## config.mk

```make
export PLATFORM = sky130hd
export DESIGN_NAME = fsg_gate
export DESIGN_NICKNAME = d
export VERILOG_FILES = /design/src/fsg_pkg.sv /design/src/fsg_ctl_if.sv /design/src/fsg_access_filter.sv /design/src/fsg_gate.sv /design/src/fsg_strap_sync.sv
export VERILOG_INCLUDE_DIRS = /design/src /design/src/src
export SDC_FILE = /design/constraint.sdc
export NUM_CORES = 1
export LEC_CHECK = 0
export ABC_AREA = 1
export BUFFER_PORTS_ARGS = -buffer_cell sky130_fd_sc_hd__buf_2
export CAP_MARGIN = 0
export CORE_MARGIN = 5
export CORE_UTILIZATION = 50
export DETAILED_ROUTE_END_ITERATION = 16
export GPL_ROUTABILITY_DRIVEN = 0
export PLACE_DENSITY = 0.95
export SYNTH_ARGS = -nofsm -noshare
export SYNTH_HDL_FRONTEND = slang
export SYNTH_SLANG_ARGS = --single-unit
```

## constraint.sdc

```tcl
create_clock -name ref_clk -period 3.3 [get_ports ref_clk]
set_input_delay 0 -clock ref_clk [delete_from_list [all_inputs] [get_ports ref_clk]]
set_output_delay 0 -clock ref_clk [all_outputs]
set_load 0.05 [all_outputs]
```

## src/fsg_params.svh

```systemverilog
`ifndef FSG_PARAMS_SVH
`define FSG_PARAMS_SVH

// ----------------------------------------------------------------
// Security code
// ----------------------------------------------------------------
`define FSG_SEC_ADDR        32'h0010_0000
`define FSG_SEC_PROTECT     16'h0001
`define FSG_INVALID_DATA    32'hFFFF_FFFF

// ----------------------------------------------------------------
// Boot sequencing
// ----------------------------------------------------------------
`define FSG_SYNC_WAIT       2'h3
`define FSG_STRAP_WIDTH     6

// ----------------------------------------------------------------
// Oscillator and bit rates
// ----------------------------------------------------------------
`define FSG_OSC_4M          6'h04
`define FSG_OSC_8M          6'h08
`define FSG_OSC_16M         6'h10
`define FSG_OSC_24M         6'h18
`define FSG_OSC_48M         6'h30
`define FSG_BPS_9600        17'h02580
`define FSG_BPS_19200       17'h04B00
`define FSG_BPS_38400       17'h09600
`define FSG_BPS_57600       17'h0E100
`define FSG_BPS_115200      17'h1C200
`define FSG_BPS_NONE        17'h00000

`endif

```

## src/fsg_pkg.sv

```systemverilog
package fsg_pkg;

    typedef enum logic [1:0] {
        FSG_SYNC,
        FSG_READ,
        FSG_WAIT,
        FSG_RUN
    } fsg_state_type;

    typedef struct packed {
        logic [7:0] stage1;
        logic [7:0] stage2;
    } fsg_sync_type;

    typedef struct packed {
        logic        cmdGo;
        logic        cmdRefused;
        logic [31:0] rdOut;
        logic        rdOutValid;
        logic        dbgGrant;
        logic        dbgBlocked;
    } fsg_filter_type;

    typedef struct packed {
        fsg_state_type state;
        logic [1:0]    waitCnt;
        logic          armed;
        logic          writerMode;
        logic          usbMode;
        logic          asyncMode;
        logic          oscHigh;
        logic          commActive;
        logic          ready;
        logic          secRdReq;
        logic [31:0]   secRdAddr;
        logic          serialRx;
        logic          txdOut;
        logic          txdOe;
        logic          pullupN;
        logic          dpOut;
        logic          dpOe;
        logic          dmOut;
        logic          dmOe;
        logic          dpIn;
        logic          dmIn;
        logic [5:0]    oscMhz;
        logic [16:0]   bitRate;
    } fsg_gate_type;

endpackage

```

## src/fsg_ctl_if.sv

```systemverilog
`timescale 1ns/1ns
interface fsg_ctl_if;
    logic mdLow;
    logic mdHigh;
    logic transport;
    logic framing;
    logic oscSel;
    logic extBoot;
    logic dpIn;
    logic dmIn;
    logic armed;
    logic writerMode;
    logic ready;

    modport sync (output mdLow, output mdHigh, output transport, output framing,
                  output oscSel, output extBoot, output dpIn, output dmIn);
    modport gate (input mdLow, input mdHigh, input transport, input framing,
                  input oscSel, input extBoot, input dpIn, input dmIn,
                  output armed, output writerMode, output ready);
    modport filter (input armed, input writerMode, input ready);
endinterface

```

## src/fsg_access_filter.sv

```systemverilog
`timescale 1ns/1ns
`include "fsg_params.svh"
module fsg_access_filter
    import fsg_pkg::*;
(
    input  wire logic        ref_clk,
    input  wire logic        nrst,
    fsg_ctl_if.filter        ctl,
    input  wire logic        cmdValid,
    input  wire logic        cmdIsErase,
    input  wire logic        rdValid,
    input  wire logic [31:0] rdData,
    input  wire logic        dbgValid,
    output logic             cmdGo,
    output logic             cmdRefused,
    output logic [31:0]      rdOut,
    output logic             rdOutValid,
    output logic             dbgGrant,
    output logic             dbgBlocked
);
    fsg_filter_type fltReg;
    fsg_filter_type fltNext;
    logic           locked;

    always_comb begin
        fltNext            = fltReg;
        locked             = ctl.armed && ctl.writerMode;
        // Commands once ready: erase always, others unless locked
        // user mode open
        fltNext.cmdGo      = ctl.ready && cmdValid && (cmdIsErase || !locked);
        fltNext.cmdRefused = cmdValid && !(ctl.ready && (cmdIsErase || !locked));
        // Reads
        fltNext.rdOutValid = ctl.ready && rdValid;
        fltNext.rdOut      = locked ? `FSG_INVALID_DATA : rdData;
        if (!rdValid) begin
            fltNext.rdOut = fltReg.rdOut;
        end
        fltNext.dbgGrant   = ctl.ready && dbgValid && !ctl.armed;
        fltNext.dbgBlocked = dbgValid && !(ctl.ready && !ctl.armed);
    end

    always_ff @(posedge ref_clk or negedge nrst) begin
        if (!nrst) begin
            fltReg <= '0;
        end else begin
            fltReg <= fltNext;
        end
    end

    assign cmdGo      = fltReg.cmdGo;
    assign cmdRefused = fltReg.cmdRefused;
    assign rdOut      = fltReg.rdOut;
    assign rdOutValid = fltReg.rdOutValid;
    assign dbgGrant   = fltReg.dbgGrant;
    assign dbgBlocked = fltReg.dbgBlocked;
endmodule // fsg_access_filter

```

## src/fsg_gate.sv

```systemverilog
// Behaviour
// - Protection code arms security only from the next reset onward.
// - Security halfword read at fixed address; only value 0x0001 arms.
// - After chip erase, next reset reads code as unarmed.
// - User mode armed: all commands accepted, reads return valid data.
// - Armed: every debug-port flash access blocked in all modes.
// - Writer mode armed: erase only, others refused, reads invalid.
// - Serial write mode on external reset or power-up with straps 01.
// - Transport strap at reset: high selects USB, low UART.
// - Framing pin high until comm start: async; low: sync.
// - UART: framing pin becomes receive, osc pin becomes transmit.
// - USB: osc pin low means 4MHz, high means 48MHz.
// - USB: pull-up control low connects, high disconnects.
// - USB: dedicated pins become positive and negative data lines.
// - Async bit rate paired with oscillator frequency table.
`timescale 1ns/1ns
`include "fsg_params.svh"
module fsg_gate
    import fsg_pkg::*;
(
    input  wire logic        ref_clk,
    input  wire logic        nrst,
    input  wire logic        bootStrapLowBit,
    input  wire logic        bootStrapHighBit,
    input  wire logic        extResetOrPowerUp,
    input  wire logic        transportSelectPin,
    input  wire logic        framingSelectRxdPin,
    input  wire logic        oscSelectTxdPinIn,
    output logic             oscSelectTxdPinOut,
    output logic             oscSelectTxdPinOe,
    input  wire logic [5:0]  boardOscMhz,
    input  wire logic        commStart,
    input  wire logic        serialTransmitLine,
    output logic             serialReceiveLine,
    input  wire logic        usbPullupReq,
    output logic             usbPullupEnableN,
    input  wire logic        usbPositiveLineIn,
    output logic             usbPositiveLineOut,
    output logic             usbPositiveLineOe,
    input  wire logic        usbNegativeLineIn,
    output logic             usbNegativeLineOut,
    output logic             usbNegativeLineOe,
    input  wire logic        usbDpTx,
    input  wire logic        usbDmTx,
    input  wire logic        usbTxEn,
    output logic             usbDpRx,
    output logic             usbDmRx,
    output logic             secRdReq,
    output logic [31:0]      secRdAddr,
    input  wire logic        secRdAck,
    input  wire logic [15:0] secRdData,
    input  wire logic        cmdValid,
    input  wire logic        cmdIsErase,
    input  wire logic        rdValid,
    input  wire logic [31:0] rdData,
    input  wire logic        dbgValid,
    output logic             cmdGo,
    output logic             cmdRefused,
    output logic [31:0]      rdOut,
    output logic             rdOutValid,
    output logic             dbgGrant,
    output logic             dbgBlocked,
    output logic             bootDone,
    output logic             securityArmed,
    output logic             serialWriteMode,
    output logic             usbTransport,
    output logic             asyncFraming,
    output logic             commActive,
    output logic [5:0]       oscFreqMhz,
    output logic [16:0]      bitRateBps
);
    fsg_ctl_if    ctl ();
    fsg_gate_type gateReg;
    fsg_gate_type gateNext;
    logic [5:0]   effOsc;

    // ----------------------------------------------------------------
    // Pin synchronisers
    // ----------------------------------------------------------------
    fsg_strap_sync u_sync (
        .ref_clk (ref_clk),
        .nrst    (nrst),
        .pinsRaw ({usbNegativeLineIn, usbPositiveLineIn, extResetOrPowerUp,
                   oscSelectTxdPinIn, framingSelectRxdPin, transportSelectPin,
                   bootStrapHighBit, bootStrapLowBit}),
        .ctl     (ctl)
    );

    // ----------------------------------------------------------------
    // Flash access gating
    // ----------------------------------------------------------------
    fsg_access_filter u_filter (
        .ref_clk    (ref_clk),
        .nrst       (nrst),
        .ctl        (ctl),
        .cmdValid   (cmdValid),
        .cmdIsErase (cmdIsErase),
        .rdValid    (rdValid),
        .rdData     (rdData),
        .dbgValid   (dbgValid),
        .cmdGo      (cmdGo),
        .cmdRefused (cmdRefused),
        .rdOut      (rdOut),
        .rdOutValid (rdOutValid),
        .dbgGrant   (dbgGrant),
        .dbgBlocked (dbgBlocked)
    );

    assign ctl.armed      = gateReg.armed;
    assign ctl.writerMode = gateReg.writerMode;
    assign ctl.ready      = gateReg.ready;

    // ----------------------------------------------------------------
    // Oscillator frequency in effect
    // ----------------------------------------------------------------
    always_comb begin
        effOsc = boardOscMhz;
        if (gateReg.writerMode && gateReg.usbMode) begin
            effOsc = gateReg.oscHigh ? `FSG_OSC_48M : `FSG_OSC_4M;
        end
    end

    // ----------------------------------------------------------------
    // Boot sequence and pin muxing
    // ----------------------------------------------------------------
    always_comb begin
        gateNext          = gateReg;
        gateNext.secRdReq = 1'b0;
        case (gateReg.state)
            FSG_SYNC: begin
                // Let the synchronisers fill before sampling
                if (gateReg.waitCnt == `FSG_SYNC_WAIT) begin
                    gateNext.writerMode = ctl.mdLow && !ctl.mdHigh && ctl.extBoot;
                    gateNext.usbMode    = ctl.transport;
                    gateNext.oscHigh    = ctl.oscSel;
                    gateNext.asyncMode  = ctl.framing;
                    gateNext.secRdReq   = 1'b1;
                    gateNext.secRdAddr  = `FSG_SEC_ADDR;
                    gateNext.state      = FSG_READ;
                end else begin
                    gateNext.waitCnt = gateReg.waitCnt + 2'h1;
                end
            end
            FSG_READ: begin
                gateNext.state = FSG_WAIT;
                if (secRdAck) begin
                    gateNext.armed = (secRdData == `FSG_SEC_PROTECT);
                    gateNext.ready = 1'b1;
                    gateNext.state = FSG_RUN;
                end
            end
            FSG_WAIT: begin
                if (secRdAck) begin
                    gateNext.armed = (secRdData == `FSG_SEC_PROTECT);
                    gateNext.ready = 1'b1;
                    gateNext.state = FSG_RUN;
                end
            end
            FSG_RUN: begin
                gateNext.state = FSG_RUN;
            end
            default: begin
                gateNext.state = FSG_SYNC;
            end
        endcase

        if (gateReg.ready && !gateReg.commActive) begin
            gateNext.asyncMode = ctl.framing;
            if (commStart) begin
                gateNext.commActive = 1'b1;
            end
        end

        gateNext.serialRx = gateReg.writerMode && !gateReg.usbMode
                            && gateReg.commActive && ctl.framing;
        gateNext.txdOe    = gateReg.writerMode && !gateReg.usbMode
                            && gateReg.commActive;
        gateNext.txdOut   = gateNext.txdOe && serialTransmitLine;

        gateNext.pullupN = !(gateReg.writerMode && gateReg.usbMode && usbPullupReq);

        gateNext.dpOe  = gateReg.writerMode && gateReg.usbMode && usbTxEn;
        gateNext.dmOe  = gateReg.writerMode && gateReg.usbMode && usbTxEn;
        gateNext.dpOut = gateNext.dpOe && usbDpTx;
        gateNext.dmOut = gateNext.dmOe && usbDmTx;
        gateNext.dpIn  = gateReg.writerMode && gateReg.usbMode && ctl.dpIn;
        gateNext.dmIn  = gateReg.writerMode && gateReg.usbMode && ctl.dmIn;

        gateNext.oscMhz = effOsc;
        case (effOsc)
            `FSG_OSC_4M:  gateNext.bitRate = `FSG_BPS_9600;
            `FSG_OSC_8M:  gateNext.bitRate = `FSG_BPS_19200;
            `FSG_OSC_16M: gateNext.bitRate = `FSG_BPS_38400;
            `FSG_OSC_24M: gateNext.bitRate = `FSG_BPS_57600;
            `FSG_OSC_48M: gateNext.bitRate = `FSG_BPS_115200;
            default:      gateNext.bitRate = `FSG_BPS_NONE;
        endcase
    end

    always_ff @(posedge ref_clk or negedge nrst) begin
        if (!nrst) begin
            gateReg         <= '0;
            gateReg.state   <= FSG_SYNC;
            gateReg.pullupN <= 1'b1;
        end else begin
            gateReg <= gateNext;
        end
    end

    // ----------------------------------------------------------------
    // Outputs
    // ----------------------------------------------------------------
    assign oscSelectTxdPinOut = gateReg.txdOut;
    assign oscSelectTxdPinOe  = gateReg.txdOe;
    assign serialReceiveLine  = gateReg.serialRx;
    assign usbPullupEnableN   = gateReg.pullupN;
    assign usbPositiveLineOut = gateReg.dpOut;
    assign usbPositiveLineOe  = gateReg.dpOe;
    assign usbNegativeLineOut = gateReg.dmOut;
    assign usbNegativeLineOe  = gateReg.dmOe;
    assign usbDpRx            = gateReg.dpIn;
    assign usbDmRx            = gateReg.dmIn;
    assign secRdReq           = gateReg.secRdReq;
    assign secRdAddr          = gateReg.secRdAddr;
    assign bootDone           = gateReg.ready;
    assign securityArmed      = gateReg.armed;
    assign serialWriteMode    = gateReg.writerMode;
    assign usbTransport       = gateReg.usbMode;
    assign asyncFraming       = gateReg.asyncMode;
    assign commActive         = gateReg.commActive;
    assign oscFreqMhz         = gateReg.oscMhz;
    assign bitRateBps         = gateReg.bitRate;
endmodule // fsg_gate

```

## src/fsg_strap_sync.sv

```systemverilog
`timescale 1ns/1ns
`include "fsg_params.svh"
module fsg_strap_sync
    import fsg_pkg::*;
(
    input  wire logic ref_clk,
    input  wire logic nrst,
    input  wire logic [`FSG_STRAP_WIDTH+1:0] pinsRaw,
    fsg_ctl_if.sync   ctl
);
    fsg_sync_type syncReg;
    fsg_sync_type syncNext;

    // ----------------------------------------------------------------
    // Two-flop synchronisers, one per pin
    // ----------------------------------------------------------------
    always_comb begin
        syncNext        = syncReg;
        syncNext.stage1 = pinsRaw;
        syncNext.stage2 = syncReg.stage1;
    end

    always_ff @(posedge ref_clk or negedge nrst) begin
        if (!nrst) begin
            syncReg <= '0;
        end else begin
            syncReg <= syncNext;
        end
    end

    assign ctl.mdLow     = syncReg.stage2[0];
    assign ctl.mdHigh    = syncReg.stage2[1];
    assign ctl.transport = syncReg.stage2[2];
    assign ctl.framing   = syncReg.stage2[3];
    assign ctl.oscSel    = syncReg.stage2[4];
    assign ctl.extBoot   = syncReg.stage2[5];
    assign ctl.dpIn      = syncReg.stage2[6];
    assign ctl.dmIn      = syncReg.stage2[7];
endmodule // fsg_strap_sync
```

==> results by group, run 1 <==
Clock network
  • CTS Buf Count: 9
  • CTS sink cnt: between 90 and 100
  • CTS max path bufs: 2
  • H-tree depth: 3
  • CTS tree: yes
  • Clk slew on worst S/H paths: 0.08 ns
  • Root buf cell: clkbuf_8
  • Clk Latency, worst-skew pair: 0.34 ns

Logic synthesis
  • Largest family of logic cells by synthesized area: buffers and inverters
  • Synth Flop Type: dfrtp_1
  • Adder-Cell Fraction of Synth Area: 1.64%
  • Cell variety after synth: 28
  • Yosys reg bits: 91
  • Post-synth EDFFs: 0
  • Synth Area in XOR/XNOR: 0.229%
  • Top post-synthesis cells by area: dfrtp_1 (59%), buf_4 (11%), o21ai_0 (9.0%)
  • Post-synth top area share: 58.9%
  • YS warnings: 0
  • Top-count cell post-synth: dfrtp_1
  • Synth cell count leaders: dfrtp_1 (90), o21ai_0 (69), inv_1 (66), buf_4 (56), nand2_1 (39)
  • Mux cell area share after synthesis: 0.294%
  • Syn_area_per_cell: 9.83 µm²
  • Async SR Flop Fraction: 100%
  • Synth Area in Compound Gates: 10.0%
  • Mapped Cells: 389
  • Sequential area share after synthesis: 59.6%
  • Synth Area in Simple Gates: 9.39%
  • Biggest area consumer among synthesized cells: dfrtp_1
  • Netlist Area Pre-Place: 0.00382 mm²

Drt
  • Highest routed metal layer: met4
  • Via count: 3058
  • Metal-1 WL: 3.40 mm
  • Vias per inst: 4.48
  • DRC violations left: 0
  • First drt pass iteration count: 4
  • Total Wirelength: 9.29 mm
  • Routed Antenna Nets: 0
  • WL met2: 4.94 mm
  • First DRT Iteration DRCs: 86
  • Drt wl/cell: 13.6 µm
  • DR WL met3: 714 µm

Die
  • Total core area: 0.00737 mm²
  • DIE WIDTH: ~97 µm
  • Die span in y: 97.5 µm
  • Num rows: 31
  • # IOs: 184
  • DIE AREA: ~0.0095 mm²
  • Initial Utilization: 51.9%

Power
  • Max VDD drop: approximately 0.00026 V
  • Cell-internal power: 1.90 mW
  • Pwr Total: 2.92 mW
  • Sw frac: 35.0%
  • Power Density: 562 mW/mm²
  • Leak pwr: 2.91 nW
  • Clk pwr share: approximately 28%
  • Flop pwr share: about 44%
  • Switching power: 1.02 mW
  • Comb power frac: around 28%

Place
  • Post-DP HPWL: 6.24 mm
  • Port bufs: 145

Setup path
  • Crit-path cells: dlygate4sd3_1 > buf_2 > nor2_1 > dlygate4sd3_1 > nand2_1 > dlygate4sd3_1 > nor2_1 > dlygate4sd3_1 > nand2_1 > dlygate4sd3_1 > nand2_1
  • Worst path most repeated cell: dlygate4sd3_1
  • CP max stage cell: dlygate4sd3_1
  • Worst-path maximum fanout: 1
  • Crit Path Category: in2reg
  • Setup crit start kind: primary input
  • Element type at the critical path end: register
  • Crit path DAT: 3.15 ns
  • Critical Path Max Stage Delay: 0.55 ns
  • Req. time, crit path: 3.58 ns

Timing
  • Final Skew: 0.0101 ns
  • Tmin final: between 2 and 3 ns
  • Final slew viol count: 0
  • Unrepaired setup endpoints after global routing: false
  • Final hold vios: 0
  • Slew at the pin closest to its max-slew limit: about 1.1 ns
  • Setup TNS: 0 ns
  • Tcrit/Tclk final: 86.8%
  • Setup violators final: 0
  • Slew HR: 26.4%
  • Fmax achieved: ~350 MHz

Finish
  • Fin util: 70.5%
  • Fillcell total: 528
  • Layout cells sized above 1: 29.6%
  • Nets: about 660
  • Layout area overhead: 35.8%

Global route
  • Largest net degree at the start of global routing: 92
  • First-pass GRT wire length: between 15 and 20 mm
  • Initial antenna violation count: 1
  • Overall Global Routing Usage: 19.6%
  • Gr ovfl total: 0
  • Vias in the first global route: 3300

Worst hold path
  • Class of the worst hold path: in2reg

Run status
  • Outcome: finished clean

Flow run
  • Max Cap Viol: 0
critical path: cells and delay by family:
family        cells  cell delay, ns
buf+inv           6            2.83
simple gates      5            0.31
repair_timing:
| item | CTS | global route |
|---|---|---|
| setup buffers | 0 | 0 |
| hold buffers | 63 | 0 |
| hold endpoints to repair | 148 | 0 |
| resized for setup | 0 | 0 |
worst paths after layout:
| path | slack [ns] | start | cells past startpoint | to |
|---|---|---|---|---|
| worst max-delay path | 0.44 | secRdData[12] | 11 | securityArmed$_DFFE_PN0P_ |
| worst min-delay path | 0.10 | boardOscMhz[4] | 5 | oscFreqMhz[4]$_DFF_PN0_ |
| worst max register to register | 1.49 | gateReg[75]$_DFFE_PN0P_ | 8 | securityArmed$_DFFE_PN0P_ |
| worst min register to register | 0.35 | u_sync.syncNext[0]$_DFF_PN0_ | 0 | u_sync.ctl.mdLow$_DFF_PN0_ |
| max in group asynchronous | 2.17 | nrst | 2 | usbDpRx$_DFF_PN0_ |
| min in group asynchronous | 0.41 | nrst | 2 | secRdReq$_DFF_PN0_ |
power groups by stage:
stage                     sequential, mW  combinational [mW]  clock, mW
after CTS                           1.29               0.823      0.829
after floorplan                     1.53               0.410          0
final                               1.29               0.823      0.803
after global placement              1.31               0.741          0
after global routing                1.31               0.883      0.865
after detailed placement            1.32               0.767          0
cells by family (layout without fill, tap and decap cells):
family	after synthesis	count (layout)
flip-flops	91	91
other	1	39
XOR/XNOR	1	1
adder cells (fa/ha/maj)	5	5
buffers and inverters	133	289
multiplexers	1	1
AND/OR/NAND/NOR	82	82
AO/OA/AOI/OAI	75	75
routing by layer:
metal	vias up	GRT usage [%]
met2	131	36.3
met5	-	0
met1	1439	20.7
met4	0	7.67
met3	19	5.67
li1	1469	-
layout by cell type, fill, tap and decap left out, types with 2 or more instances in the layout:
master           n
clkbuf_8        10
buf_2          144
ha_1             5
nand2_2          5
nor3b_1          2
dfrtp_1         90
nor2_1          25
nor2_2           2
dlygate4sd3_1   63
inv_1           66
conb_1          38
nor3_1           3
o21ai_0         69
nand3_1          2
bufinv_16        2
nand2_1         39
o21ai_1          2
final cells by class:
cell class	count	area, µm²	area share, %
sequential	91	2280	43.9
inverter	66	248	4.77
clock buffer	11	141	2.72
antenna	1	2.50	0.0482
timing repair buffer	208	1360	26.2
multi-input combinational	202	967	18.6
tap	99	124	2.38
clock inverter	4	73.8	1.42
per-stage QoR:
stage	setup slack, ns	area (µm²)	hold slack, ns	instances
floorplan	1.88	3960	-0.296	426
global placement	1.83	4350	0.109	603
detailed placement	1.78	4350	0.109	603
CTS	0.481	5190	0.0730	681
global route	0.322	5190	0.112	682
finish	0.436	5190	0.104	682
registers in the layout, indices dropped and copies added, names as in the netlist, 5 cells and up:
signal / cells
bitRateBps: 10
gateReg: 5
oscFreqMhz: 6
u_filter.rdOut: 32
u_sync.syncNext: 8
Note: power is estimated with default switching activity, not from simulation.
==> inputs of run 2 (changes only) <==
- ABC_AREA: 1 -> default
- CORE_UTILIZATION: 50 -> 49
- clock period: 3.3 -> 3.4 ns (I/O delays scaled with it)
==> results by group, run 2 <==
Logic synthesis
  • Syn_area_per_cell: 12.5 µm² (+27%)
  • Top-count cell post-synth: dfrtp_1
  • Top post-synthesis cells by area: dfrtp_1 (62%), buf_4 (12%), o22a_1 (7.7%)
  • Async SR Flop Fraction: 100% (unchanged)
  • Post-synth top area share: 61.7% (+2.8 points)
  • Synth Flop Type: dfrtp_1
  • Cell variety after synth: 39 (+39%)
  • Netlist Area Pre-Place: 0.00365 mm² (-4.5%)
  • YS warnings: 0 (unchanged)
  • Yosys reg bits: 91 (unchanged)
  • Mapped Cells: 292 (-25%)
  • Synth cell count leaders: dfrtp_1 (90), buf_4 (56), o22a_1 (32), nand2_1 (14)
  • Sequential area share after synthesis: 62.4% (+2.8 points)
  • Biggest area consumer among synthesized cells: dfrtp_1
  • Post-synth EDFFs: 0 (unchanged)

Die
  • Initial Utilization: 50.4% (-1.5 points)
  • Total core area: 0.00725 mm² (-1.6%)
  • # IOs: 184 (unchanged)
  • DIE WIDTH: 96.3 µm (-1.2%)
  • Die span in y: 96.3 µm (-1.2%)
  • Num rows: 31 (unchanged)
  • DIE AREA: 0.00928 mm² (-2.3%)

Timing
  • Fmax achieved: 516 MHz
  • Min Hold Slack: 0.0518 ns (-0.0520 ns)
  • Slew at the pin closest to its max-slew limit: 1.08 ns (-0.0213 ns)
  • Final worst slack: 1.46 ns (+1.03 ns)
  • Final Skew: 0.0104 ns (+0.000308 ns)
  • Setup violators final: 0 (unchanged)
  • Final hold vios: 0 (unchanged)
  • Slew HR: 27.8% (+1.4 points)
  • Unrepaired setup endpoints after global routing: false
  • Tcrit/Tclk final: a little under three fifths
  • Setup TNS: 0 ns (unchanged)
  • Tmin final: 1.94 ns
  • Final slew viol count: 0 (unchanged)

Setup path
  • Setup crit start kind: primary input
  • Worst-path maximum fanout: 1 (unchanged)
  • Req. time, crit path: 3.66 ns (+0.08 ns)
  • FF-to-FF Start: serialWriteMode$_DFFE_PN0P_
  • Reg2reg setup slack: 1.58 ns (+0.09 ns)
  • Reg2reg path depth: 4 (-4)
  • Element type at the critical path end: register
  • Reg-to-Reg End: bitRateBps[12]$_DFF_PN0_
  • Crit path DAT: 2.19 ns (-0.96 ns)
  • Crit Path Category: in2reg

Finish
  • Fin util: 68.9% (-1.5 points)
  • Nets: 559 (-15%)
  • Number of flip-flops under the largest register name: 32 (unchanged)
  • Fillcell total: 522 (-1.1%)
  • Layout area overhead: 36.9%
  • Most common cell after layout, fill and taps aside: buf_2
  • Commonest cells after routing, fill and taps aside: buf_2 (144), dfrtp_1 (90), dlygate4sd3_1 (60)
  • Layout cells sized above 1: 35.6% (+6.1 points)

Global route
  • Initial antenna violation count: 1 (unchanged)
  • Most Crowded Layer GR: met2
  • Vias in the first global route: 2844 (-14%)
  • Overall Global Routing Usage: 19.6% (+0.030 points)
  • Met1 usage: 20.4% (-0.28 points)
  • Largest net degree at the start of global routing: 92 (unchanged)
  • Gr ovfl total: 0 (unchanged)
  • Met3 usage: 5.32% (-0.35 points)
  • M2 GR Usage: 36.6% (+0.36 points)
  • First-pass GRT wire length: 13.6 mm (-9.7%)

Power
  • Cell-internal power: 1.71 mW (-10%)
  • Comb power frac: 20.0% (-8.2 points)
  • Switching power: 742 µW (-27%)
  • Power Density: 490 mW/mm² (-13%)
  • Flop pwr share: 47.4% (+3.1 points)
  • Max VDD drop: 0.000228 V (-13%)
  • Leak pwr: 2.54 nW (-13%)
  • Sw frac: 30.3% (-4.7 points)
  • Clk pwr share: 32.6% (+5.1 points)

Drt
  • First drt pass iteration count: 4 (unchanged)
  • Via count: 2826 (-7.6%)
  • First DRT Iteration DRCs: 85 (-1.2%)
  • DRC violations left: 0 (unchanged)
  • Total Wirelength: 9.09 mm (-2.1%)
  • Routed Antenna Nets: 0 (unchanged)
  • Drt wl/cell: 15.6 µm (+15%)
  • Vias per inst: 4.85 (+8.1%)

Place
  • Port bufs: 145 (unchanged)
  • Post-DP HPWL: 5.79 mm (-7.2%)
  • Dpl ws: 1.60 ns (-0.183 ns)

Clock network
  • CTS sink cnt: 91 (unchanged)
  • CTS tree: yes
  • CTS max path bufs: 2 (unchanged)
  • Resized cells post-CTS: 0 (unchanged)
  • Post-CTS setup buffer count: 0 (unchanged)
  • CTS Buf Count: 9 (unchanged)
  • H-tree depth: 3 (unchanged)
  • Clk Latency, worst-skew pair: 0.34 ns (about the same)
  • Root buf cell: clkbuf_8
  • Clk slew on worst S/H paths: 0.09 ns (about the same)
  • Hold_buf cts: 60 (-4.8%)

Worst hold path
  • Hold Crit Depth: 3 (-2)
  • Min-delay src: boardOscMhz[2]
  • Class of the worst hold path: in2reg
  • Hold EP: oscFreqMhz[2]$_DFF_PN0_

Flow run
  • Max Cap Viol: 0 (unchanged)

Run status
  • Outcome: finished clean
## run 2: changes by cell type after synthesis, moves of 4 or more
cell / change
o21ai_0: -64
inv_1: -59
o22a_1: +32
nand2_1: -25
nor2_1: -15
and2_1: +11
a21oi_1: +10
clkbuf_1: -4
nand2_2: -4
## run 2: how the worst max path moves through the flow
stage                                start                             end  slack, ns  depth (start not counted)
2_1_floorplan  serialWriteMode$_DFFE_PN0P_        bitRateBps[13]$_DFF_PN0_       1.87                          5
3_3_place_gp                       rdValid   u_filter.rdOut[9]$_DFFE_PN0P_       1.69                          3
3_5_place_dp                       rdValid  u_filter.rdOut[23]$_DFFE_PN0P_       1.60                          3
4_1_cts                      secRdData[14]       securityArmed$_DFFE_PN0P_       1.50                          7
5_1_grt        serialWriteMode$_DFFE_PN0P_  u_filter.rdOut[14]$_DFFE_PN0P_       1.39                          3
6_report                     secRdData[14]       securityArmed$_DFFE_PN0P_       1.46                          7
## run 2: critical path, cell delays in order
cell and delay [ns]:
dlygate4sd3_1 0.54, buf_2 0.12, nor4_1 0.15, dlygate4sd3_1 0.58
nand4_1 0.07, dlygate4sd3_1 0.57, o21ai_0 0.16
## run 2: routing by layer
metal	share of wire [%]	vias to the layer above
met2	52	162
met4	2.9	0
met1	35	1359
li1	-	1277
met3	9.4	28
met5	0	-
## run 2: final cells by class
cell class                      instances  area (µm²)  area share (%)
Clock inverter                          5        86.3            1.73
Tap cell                               99         124            2.48
Multi-Input combinational cell        165        1020            20.3
Antenna cell                            1        2.50          0.0501
Inverter                                7        26.3           0.526
Clock buffer                           10         138            2.75
Sequential cell                        91        2280            45.6
Timing Repair Buffer                  205        1330            26.6
## run 2: cell families after synthesis
| group | Yosys count | share of synthesized area [%] |
|---|---|---|
| XOR/XNOR | 2 | 0.480 |
| AND/OR/NAND/NOR | 59 | 8.67 |
| buffers and inverters | 73 | 13.6 |
| flip-flops | 91 | 62.4 |
| AO/OA/AOI/OAI | 56 | 11.5 |
| adder cells (fa/ha/maj) | 5 | 1.71 |
| other | 1 | 0.103 |
| multiplexers | 5 | 1.51 |
## run 2: through the flow
stage,total power [mW],instances,cell area [µm²]
2_1_floorplan,1.53,329,3790
3_3_place_gp,1.60,507,4170
3_5_place_dp,1.61,507,4170
4_1_cts,2.46,582,5000
5_1_grt,2.55,583,5000
6_report,2.45,583,5000
## run 2: power by group through the flow
stage | combinational (mW) | sequential [mW] | clock, mW
floorplan | 0.216 | 1.31 | 0
global placement | 0.424 | 1.18 | 0
detailed placement | 0.432 | 1.18 | 0
CTS | 0.485 | 1.16 | 0.818
global route | 0.517 | 1.17 | 0.870
finish | 0.490 | 1.16 | 0.799
